===== config.mk =====
export PLATFORM = sky130hd
export DESIGN_NAME = dhwi_top
export DESIGN_NICKNAME = d
export VERILOG_FILES = /design/src/common/dhwi_pkg.sv /design/src/hw/dhwi_sync.sv /design/src/hw/dhwi_top.sv
export SDC_FILE = /design/constraint.sdc
export NUM_CORES = 1
export LEC_CHECK = 0
export ABC_AREA = 1
export BUFFER_PORTS_ARGS = -buffer_cell sky130_fd_sc_hd__buf_2
export CAP_MARGIN = 20
export CORE_UTILIZATION = 61
export DETAILED_ROUTE_END_ITERATION = 10
export GPL_TIMING_DRIVEN = 0
export PLACE_DENSITY = 0.83
export SLEW_MARGIN = 20
export SYNTH_ARGS = -nofsm -noshare
export SYNTH_HDL_FRONTEND = slang
export SYNTH_SLANG_ARGS = --single-unit
export TNS_END_PERCENT = 5

===== constraint.sdc =====
create_clock -name clk -period 2.2 [get_ports clk]
set_input_delay 0.44 -clock clk [delete_from_list [all_inputs] [get_ports clk]]
set_output_delay 0.44 -clock clk [all_outputs]
set_load 0.02 [all_outputs]

===== src/common/dhwi_pkg.sv =====
// Purpose: Shared constants and types of the converter host write front end.
// Assumes: Pins arrive asynchronous to clk and are synchronised in the top.
// Notes: Serial word is 24 bits, type, address and data, most significant bit first.
package dhwi_pkg;
    // Word and address geometry
    localparam int DATA_W = 14;
    localparam int ADDR_W = 8;
    localparam int NUM_GROUPS = 4;
    localparam int CH_PER_GROUP = 10;
    localparam int SER_WORD_BITS = 24;
    localparam int SER_CNT_W = 5;
    localparam logic [SER_CNT_W-1:0] SER_CNT_FULL = 5'h18;
    // Serial word field positions
    localparam int SER_TYPE_MSB = 23;
    localparam int SER_TYPE_LSB = 22;
    localparam int SER_ADDR_MSB = 21;
    localparam int SER_ADDR_LSB = 14;
    localparam int SER_DATA_MSB = 13;
    // Address decode values
    localparam logic [3:0] GRP_ALL = 4'h4;
    localparam logic [3:0] CH_LAST = 4'h9;
    localparam logic [7:0] ADDR_SOFT_RESET = 8'hFF;
    localparam logic [NUM_GROUPS-1:0] GRP_MASK_ALL = 4'hF;
    localparam logic [NUM_GROUPS-1:0] GRP_MASK_ONE = 4'h1;
    // Serial clock limit and sampling margin at 125 MHz
    localparam int CLK_MHZ = 125;
    localparam int SCLK_MAX_MHZ = 30;
    localparam int SCLK_MIN_HALF_CYC = CLK_MHZ / (2 * SCLK_MAX_MHZ);

    typedef enum logic [1:0] {
        KIND_SPECIAL = 2'h0,
        KIND_GAIN = 2'h1,
        KIND_OFFSET = 2'h2,
        KIND_DATA = 2'h3
    } dhwi_kind_t;

    typedef enum logic [1:0] {
        SER_IDLE = 2'h0,
        SER_SHIFT = 2'h1,
        SER_DONE = 2'h3
    } dhwi_ser_state_t;

    typedef struct packed {
        logic ok;
        logic soft_reset;
        dhwi_kind_t kind;
        logic [NUM_GROUPS-1:0] grp_mask;
        logic [3:0] chan;
        logic [DATA_W-1:0] data;
    } dhwi_cmd_t;

    typedef struct packed {
        logic cs_n;
        logic wr_n;
        logic type_hi;
        logic type_lo;
        logic [ADDR_W-1:0] addr;
        logic [DATA_W-1:0] data;
    } dhwi_par_pins_t;

    typedef struct packed {
        logic interface_select;
        logic chain_enable;
        logic busy_n;
        logic reset_n;
        logic sync_n;
        logic sclk;
        logic sdin;
    } dhwi_ctl_pins_t;
endpackage


===== src/hw/dhwi_sync.sv =====
// Purpose: Two flip-flop synchroniser for a bundle of asynchronous pins.
// Assumes: Bits of a bundle are independent levels or held stable around use.
// Notes: First stage is read only by the second stage.
`timescale 1ns/10ps
module dhwi_sync #(
    parameter int WIDTH = 1
) (
    // Clock and reset
    input wire logic clk,
    input wire logic sys_rst,
    // Bundle in and out
    input wire logic [WIDTH-1:0] async_in,
    output logic [WIDTH-1:0] sync_out
);
    logic [WIDTH-1:0] meta_reg;

    // Two stage capture
    always_ff @(posedge clk) begin
        if (sys_rst) begin
            meta_reg <= '0;
            sync_out <= '0;
        end else begin
            meta_reg <= async_in;
            sync_out <= meta_reg;
        end
    end
endmodule


===== src/hw/dhwi_top.sv =====
// Purpose: Host write front end, serial and parallel ports into one command strobe.
// Assumes: Serial clock at most 30 MHz, so each phase spans two or more clk cycles.
// Notes: Commands leave as one-cycle strobes with a decoded target.
`timescale 1ns/10ps
module dhwi_top
    import dhwi_pkg::*;
(
    // Clock and reset
    input wire logic clk,
    input wire logic sys_rst,
    // Mode straps and status pins
    input wire logic interface_select,
    input wire logic chain_enable,
    input wire logic busy_n,
    input wire logic reset_n,
    // Serial port
    input wire logic sync_n,
    input wire logic sclk,
    input wire logic sdin,
    output logic serial_data_out,
    // Parallel port
    input wire logic cs_n,
    input wire logic wr_n,
    input wire logic [DATA_W-1:0] par_data_bus,
    input wire logic [ADDR_W-1:0] channel_addr,
    input wire logic reg_type_sel_lo,
    input wire logic reg_type_sel_hi,
    // Decoded write out
    output logic wr_stb,
    output dhwi_cmd_t wr_cmd,
    output logic soft_reset_stb
);
    // Decode type, address and data into a command
    function automatic dhwi_cmd_t decode_cmd(input logic [1:0] typ,
                                             input logic [ADDR_W-1:0] addr,
                                             input logic [DATA_W-1:0] data);
        dhwi_cmd_t c;
        logic [3:0] grp;
        logic [3:0] ch;
        grp = addr[7:4];
        ch = addr[3:0];
        c.kind = dhwi_kind_t'(typ);
        c.data = data;
        c.chan = ch;
        c.soft_reset = (c.kind == KIND_SPECIAL) && (addr == ADDR_SOFT_RESET);
        if (grp < GRP_ALL) begin
            c.grp_mask = GRP_MASK_ONE << grp[1:0];
        end else if (grp == GRP_ALL) begin
            c.grp_mask = GRP_MASK_ALL;
        end else begin
            c.grp_mask = '0;
        end
        c.ok = !c.soft_reset && (c.grp_mask != '0) && (ch <= CH_LAST);
        return c;
    endfunction

    // Synchronised pin bundles
    dhwi_ctl_pins_t ctl_async;
    dhwi_ctl_pins_t ctl_s;
    dhwi_par_pins_t par_async;
    dhwi_par_pins_t par_s;

    assign ctl_async = '{interface_select: interface_select, chain_enable: chain_enable,
                         busy_n: busy_n, reset_n: reset_n, sync_n: sync_n,
                         sclk: sclk, sdin: sdin};
    assign par_async = '{cs_n: cs_n, wr_n: wr_n, type_hi: reg_type_sel_hi,
                         type_lo: reg_type_sel_lo, addr: channel_addr, data: par_data_bus};

    dhwi_sync #(.WIDTH($bits(dhwi_ctl_pins_t))) u_ctl_sync (
        .clk(clk),
        .sys_rst(sys_rst),
        .async_in(ctl_async),
        .sync_out(ctl_s)
    );

    dhwi_sync #(.WIDTH($bits(dhwi_par_pins_t))) u_par_sync (
        .clk(clk),
        .sys_rst(sys_rst),
        .async_in(par_async),
        .sync_out(par_s)
    );

    // Edge history, idle levels are high
    logic sclk_prev_reg;
    logic wr_n_prev_reg;

    always_ff @(posedge clk) begin
        if (sys_rst) begin
            sclk_prev_reg <= 1'b1;
            wr_n_prev_reg <= 1'b1;
        end else begin
            sclk_prev_reg <= ctl_s.sclk;
            wr_n_prev_reg <= par_s.wr_n;
        end
    end

    // Synchroniser flush after reset looks like pin edges, so edges wait for it
    logic [1:0] settle_reg;

    always_ff @(posedge clk) begin
        if (sys_rst) begin
            settle_reg <= 2'h0;
        end else if (!(&settle_reg)) begin
            settle_reg <= settle_reg + 2'h1;
        end
    end

    // Mode and edge decode
    wire edges_ok = &settle_reg;
    wire serial_mode = ctl_s.interface_select;
    wire parallel_mode = !ctl_s.interface_select;
    wire chain_mode = ctl_s.chain_enable && ctl_s.interface_select;
    wire sclk_fall = edges_ok && sclk_prev_reg && !ctl_s.sclk;
    wire sclk_rise = edges_ok && !sclk_prev_reg && ctl_s.sclk;
    wire wr_rise = edges_ok && !wr_n_prev_reg && par_s.wr_n;
    wire par_disabled = !ctl_s.busy_n || !ctl_s.reset_n;
    wire par_take = parallel_mode && !par_s.cs_n && wr_rise && !par_disabled;

    // Serial receive state
    dhwi_ser_state_t ser_state_reg;
    dhwi_ser_state_t ser_state_next;
    logic [SER_WORD_BITS-1:0] shift_reg;
    logic [SER_WORD_BITS-1:0] shift_next;
    logic [SER_CNT_W-1:0] bit_cnt_reg;
    logic [SER_CNT_W-1:0] bit_cnt_next;

    // Serial frame sequencing
    always_comb begin
        ser_state_next = ser_state_reg;
        shift_next = shift_reg;
        bit_cnt_next = bit_cnt_reg;
        case (ser_state_reg)
            SER_IDLE: begin
                if (serial_mode && !ctl_s.sync_n) begin
                    ser_state_next = SER_SHIFT;
                    bit_cnt_next = '0;
                    if (sclk_fall) begin
                        shift_next = {shift_reg[SER_WORD_BITS-2:0], ctl_s.sdin};
                        bit_cnt_next = SER_CNT_W'(1);
                    end
                end
            end
            SER_SHIFT: begin
                if (!serial_mode) begin
                    ser_state_next = SER_IDLE;
                end else if (ctl_s.sync_n) begin
                    ser_state_next = (bit_cnt_reg == SER_CNT_FULL) ? SER_DONE : SER_IDLE;
                end else if (sclk_fall) begin
                    shift_next = {shift_reg[SER_WORD_BITS-2:0], ctl_s.sdin};
                    if (bit_cnt_reg != SER_CNT_FULL) begin
                        bit_cnt_next = bit_cnt_reg + SER_CNT_W'(1);
                    end
                end
            end
            SER_DONE: begin
                ser_state_next = SER_IDLE;
            end
            default: begin
                ser_state_next = SER_IDLE;
            end
        endcase
    end

    // Serial state registers
    always_ff @(posedge clk) begin
        if (sys_rst) begin
            ser_state_reg <= SER_IDLE;
            shift_reg <= '0;
            bit_cnt_reg <= '0;
        end else begin
            ser_state_reg <= ser_state_next;
            shift_reg <= shift_next;
            bit_cnt_reg <= bit_cnt_next;
        end
    end

    // Chained serial output, updated on serial clock rise
    logic sdo_reg;

    always_ff @(posedge clk) begin
        if (sys_rst) begin
            sdo_reg <= 1'b0;
        end else if (!chain_mode) begin
            sdo_reg <= 1'b0;
        end else if (sclk_rise) begin
            sdo_reg <= shift_reg[SER_WORD_BITS-1];
        end
    end

    assign serial_data_out = sdo_reg;

    // Command source selection
    wire ser_take = ser_state_reg == SER_DONE;
    wire [1:0] ser_type = shift_reg[SER_TYPE_MSB:SER_TYPE_LSB];
    wire [ADDR_W-1:0] ser_addr = shift_reg[SER_ADDR_MSB:SER_ADDR_LSB];
    wire [DATA_W-1:0] ser_data = shift_reg[SER_DATA_MSB:0];
    wire [1:0] par_type = {par_s.type_hi, par_s.type_lo};
    wire dhwi_cmd_t ser_cmd = decode_cmd(ser_type, ser_addr, ser_data);
    wire dhwi_cmd_t par_cmd = decode_cmd(par_type, par_s.addr, par_s.data);
    wire dhwi_cmd_t new_cmd = ser_take ? ser_cmd : par_cmd;
    wire take_any = ser_take || par_take;

    // Output strobes and held command
    logic wr_stb_reg;
    logic soft_reset_reg;
    dhwi_cmd_t wr_cmd_reg;

    always_ff @(posedge clk) begin
        if (sys_rst) begin
            wr_stb_reg <= 1'b0;
            soft_reset_reg <= 1'b0;
            wr_cmd_reg <= '0;
        end else begin
            wr_stb_reg <= take_any && new_cmd.ok;
            soft_reset_reg <= take_any && new_cmd.soft_reset;
            if (take_any && new_cmd.ok) begin
                wr_cmd_reg <= new_cmd;
            end
        end
    end

    assign wr_stb = wr_stb_reg;
    assign wr_cmd = wr_cmd_reg;
    assign soft_reset_stb = soft_reset_reg;
endmodule


Word level (Yosys, flattened, before mapping) --
Cells that the tools add are included.
Word-level totals: input port bits 35, register bits after elaboration 130, output and inout port bits 29
Cells by class: equality and inequality tests 14, muxes and demuxes 22, reduce and logical (&&, ||, !) cells 43, add/subtract/negate cells 2, magnitude comparators 4, bitwise logic cells 1, shift-type cells 2
Operators with widths (count):
- $mux W24 | 4
- $pmux W24 S2 | 1
- $mux W26 | 1
- $mux W5 | 5
- $logic_and A1 B1 Y1 | 19
- $eq A8 B8 Y1 const B | 2
- $mux W4 | 4
- $logic_not A1 Y1 | 11
- $pmux W5 S2 | 1
- $eq A4 B3 Y1 const B | 2
- $le A4 B4 Y1 const B | 2
- $lt A4 B3 Y1 const B | 2
- $mux W2 | 4
- $ne A2 B2 Y1 const B | 4
- $reduce_bool A4 Y1 | 2
- $shl A1 B2 Y4 const A | 2
- $logic_not A2 Y1 | 3
- $reduce_and A6 Y1 | 1
- $add A5 B1 Y5 const B | 1
- $eq A5 B5 Y1 const B | 1
- $ne A5 B5 Y1 const B | 1
- $pmux W2 S2 | 1
- $reduce_and A2 Y1 | 2
- $reduce_and A4 Y1 | 1
- 10 further kinds | 11

Longest topological paths before layout --
depth after elaboration 8, depth in mapped cells 9, mapped depth without buffers 9

Hierarchy --
From an unflattened synthesis, not the netlist that was laid out.
Second synthesis, totals: cell total of the unflattened synthesis 645, area, all modules 4936.0 sq um
Modules (own cells, without submodules):
- dhwi_top | cells an instance 440, area an instance 3040.4 sq um, times used 1, seq. area each 1281.2 sq um
- dhwi_sync (u_par_sync) | cells an instance 162, area an instance 1498.9 sq um, times used 1, seq. area each 1041.0 sq um
- dhwi_sync (u_ctl_sync) | cells an instance 43, area an instance 396.6 sq um, times used 1, seq. area each 280.3 sq um

Worst setup path after synthesis --
OpenSTA, ideal clock, no wires.
path kind register to register, start point reg settle_reg[0], end point reg wr_cmd_reg, in the netlist wr_cmd[6], cell stages (with the launch flop) 8, path slack 0.853 ns, path buffers 1, setup time 0.116 ns, arrival time 1.231 ns, clock period less this slack 1.347 ns, cell sequence dfxtp_1 -> ha_1 -> nand3_1 -> o21ai_4 -> buf_2 -> nand3b_1 -> nand2_1 -> nor2_2
Between the ends: longest elaborated chain between the ends 7
RTL lines:
- from (decl) | RTL line dhwi_top.sv:98 | logic [1:0] settle_reg;
- from (signal assigned) | RTL line dhwi_top.sv:104 | settle_reg <= settle_reg + 2'h1;
- $reduce_and A2 Y1 | RTL line dhwi_top.sv:109 | wire edges_ok = &settle_reg;
- $logic_and A1 B1 Y1 (2 in series) | RTL line dhwi_top.sv:115 | wire wr_rise = edges_ok && !wr_n_prev_reg && par_s.wr_n;
- $logic_and A1 B1 Y1 (2 in series) | RTL line dhwi_top.sv:117 | wire par_take = parallel_mode && !par_s.cs_n && wr_rise && !par_disabled;
- $logic_or A1 B1 Y1 | RTL line dhwi_top.sv:201 | wire take_any = ser_take || par_take;
- $logic_and A1 B1 Y1 | RTL line dhwi_top.sv:216 | if (take_any && new_cmd.ok) begin
- to (signal assigned) | RTL line dhwi_top.sv:217 | wr_cmd_reg <= new_cmd;
- to (decl) | RTL line dhwi_top.sv:206 | dhwi_cmd_t wr_cmd_reg;
Every way passes these cells. A chain may end at the register's enable or synchronous reset.

Worst setup path after layout --
start point reg settle_reg[1], end point reg wr_cmd_reg, in the netlist wr_cmd[6]
Same word-level chain as after synthesis.

==> results.txt <==
Setup crit end kind: flip-flop
Relative slew margins: 0.690
fillers: 561
peak supply drop: 0.709 mV
Post-synth EDFFs: 0
Ys Warns: 0
first-pass GRT wire length: 17,900 um
Synth Cell Area: 0.00498 mm2
PwrDens: 881 mW/mm2
final worst-path cycle share: 0.745
initial antenna violation count: 0
Via-to-Cell Ratio: 4.99
setup violators final: 0
Final nets: 761
Starting Density: 0.638
Total Routing Usage GR: 0.274
XOR/XNOR share of the synthesized area: 0.00528
Synth top area share: 0.523
synth cell count leaders: dfxtp_1 (130), nor2_1 (115), inv_1 (103)
# hold bufs at CTS: 0
clock sink total: 130
vias in the first global route: 3,891
worst hold start: busy_n
TritonCTS clock tree: built
hold path endpoint: u_ctl_sync.meta_reg[4]$_SDFF_PP0_
Core Area: 0.00781 mm2
CP max stage cell: dfxtp_1
largest family of logic cells by synthesized area: simple AND/OR/NAND/NOR gates
ys flop type: dfxtp_1
Worst Path Max Fanout: 10
Mapped Cells: 642
clk slew on worst S/H paths: 0.06 ns
Req. time, crit path: 2.62 ns
Initial DRC Count: 268
Synthesized Nets: 680
Worst EP arrival: 2.05 ns
Reg area: 0.00260 mm2
clock tree root driver cell: clkbuf_8
Synth Area in Compound Gates: 0.110
Pleak: 2.78 nW
Slew @ Worst Pin: 0.465 ns
most common cell in the netlist: dfxtp_1
outcome: complete, no violations
met2 WL: 5350 um
M1 WL: 4610 um
H-tree depth: 4
I/O pin cnt: 64
register area share after synthesis: 0.523
layout cells sized above 1: 0.179
Clk Latency, worst-skew pair: 0.53 ns
Pins Over Slew Limit: 0
WL/cell: 12.9 um
Fin Clk Skew: 0.00729 ns
via count: 4,179
Die Ht: 92.3 um
clock tree buffer depth: 2
ys async rst share: 0
Hold Fails Final Rpt: 0
hold-critical path depth: 3
RSZ-0062 raised after global routing: no
Routed met3 length: 626 um
fmax: 611 MHz
mux cell area share after synthesis: 0
GP Congestion: 0.896
placed instance count: 806
die area: 0.00852 mm2
Post-CTS Setup Inserts: 0
Layout area overhead: 19.8%
Setup TNS: 0 ns
pin count of the biggest net entering global routing: 17
Max-Cap Viols: 0
synth unique cells: 33
hold_ws: 0.110 ns
port buffer count: 62
Worst Setup Start Kind: flip-flop
dpl hpwl: 7390 um
slowest stage delay, CP: 0.37 ns
TritonRoute pass-1 iters: 5
Yosys top cell by area: dfxtp_1
Post-CTS Resized: 0
area taken by multi-input logic gates: 0.00175 mm2
DRC: 0
Worst path depth: 7
Inserted Clock Buffers: 17
crit path kind: reg2reg
simple-gate share of the synthesized area: 0.230
antenna viol nets, final: 0
Top Layer Used: met4
Buf/Inv on CP: 1
GRT Residual Overflow: 0
top post-synthesis cells by area: dfxtp_1 (52%), nor2_1 (8.7%), inv_1 (7.8%)
number of cell rows: 32
syn avg cell area: 7.75 um2
CP delay by family, top: flip-flops
worst-case reg-to-reg path depth: 7
final wirelength: 10,800 um
Yosys reg bits: 130
r2r setup slk: 0.56 ns
# diodes: 0
minimum clock period: 1.64 ns
Adder-Cell Fraction of Synth Area: 0.00754
Worst Hold Class: in2reg
Finished Layout Cells: 838
FF-to-FF Start: settle_reg[1]$_SDFFE_PP0P_
die width: 92.3 um
r2r endpoint: wr_cmd[6]$_SDFFE_PP0P_
worst-path cell chain: ha_1 -> nand3_1 -> o21ai_4 -> buf_2 -> nand3b_1 -> nand2_1 -> nor2_2
## cells in the final DEF, fill, tap and decap left out, types with 2 or more instances in the layout
master	n
ha_1	3
nand4_1	2
inv_2	3
clkbuf_8	3
buf_4	8
clkinv_4	3
nor3_1	2
dfxtp_1	130
buf_1	3
clkinv_2	2
buf_6	8
nand2_1	94
o21ai_0	30
nor2_4	3
clkbuf_1	7
buf_2	68
clkbuf_16	16
nand2_2	2
a21oi_1	51
o21ai_1	20
clkinvlp_4	3
inv_1	103
inv_6	4
nor2_1	115
nor2_2	3
xor2_1	2
nand3_1	16
nand3b_1	21
## worst max-delay path by stage
| stage | from | end | slack, ns |
|---|---|---|---|
| detailed placement | settle_reg[0]$_SDFFE_PP0P_ | wr_cmd[6]$_SDFFE_PP0P_ | 0.62 |
| CTS | settle_reg[0]$_SDFFE_PP0P_ | wr_cmd[6]$_SDFFE_PP0P_ | 0.57 |
| floorplan | settle_reg[0]$_SDFFE_PP0P_ | wr_cmd[6]$_SDFFE_PP0P_ | 0.85 |
| global placement | sys_rst | shift_reg[17]$_SDFFE_PP0P_ | 0.63 |
| global route | settle_reg[1]$_SDFFE_PP0P_ | wr_cmd[6]$_SDFFE_PP0P_ | 0.42 |
| finish | settle_reg[1]$_SDFFE_PP0P_ | wr_cmd[6]$_SDFFE_PP0P_ | 0.56 |
## per-layer routing
layer | vias up | GRT usage
li1 | 2129 | -
met1 | 1865 | 0.318
met2 | 164 | 0.467
met3 | 21 | 0.0813
met4 | 0 | 0.118
met5 | - | 0
## through the flow
| stage | power, mW | utilization | worst slack [ns] | cell area [um2] |
|---|---|---|---|---|
| 6_report | 5.25 | 0.763 | 0.562 | 5960 |
| 5_1_grt | 5.42 | 0.763 | 0.423 | 5960 |
| 4_1_cts | 5.27 | 0.763 | 0.572 | 5960 |
| 3_5_place_dp | 2.75 | 0.694 | 0.616 | 5420 |
| 3_3_place_gp | 2.73 | 0.694 | 0.628 | 5420 |
| 2_1_floorplan | 2.66 | - | 0.853 | 4980 |
## cell families (layout without fill, tap and decap cells)
| kind of cell | after synthesis | after routing |
|---|---|---|
| DFF | 130 | 130 |
| AOI/OAI and AO/OA | 105 | 105 |
| adders and majority gates | 3 | 3 |
| and+or+nand+nor | 262 | 262 |
| buffers and inverters | 139 | 233 |
| xor gates and xnor gates | 3 | 3 |
## power breakdown
group          total, mW  internal (mW)  switching [mW]
registers           2.46           2.43          0.0337
logic              0.246         0.0961           0.150
clock network       2.54           1.47            1.08
total               5.25           3.99            1.26
## worst register-to-register path, cell delays in order, from the launching register on
cell	delay (ns)
dfxtp_1	0.37
ha_1	0.24
nand3_1	0.14
o21ai_4	0.29
buf_2	0.26
nand3b_1	0.10
nand2_1	0.09
nor2_2	0.04
## layout make-up
cell class,instances,area share
inverters,108,0.0682
repair buffers,62,0.0521
clock inverters,12,0.0168
multi-input cells,373,0.294
plain buffers,31,0.0359
flip-flops and latches,130,0.437
clock buffers,20,0.0747
well taps,102,0.0214
Power figures use the tool's default switching activity.
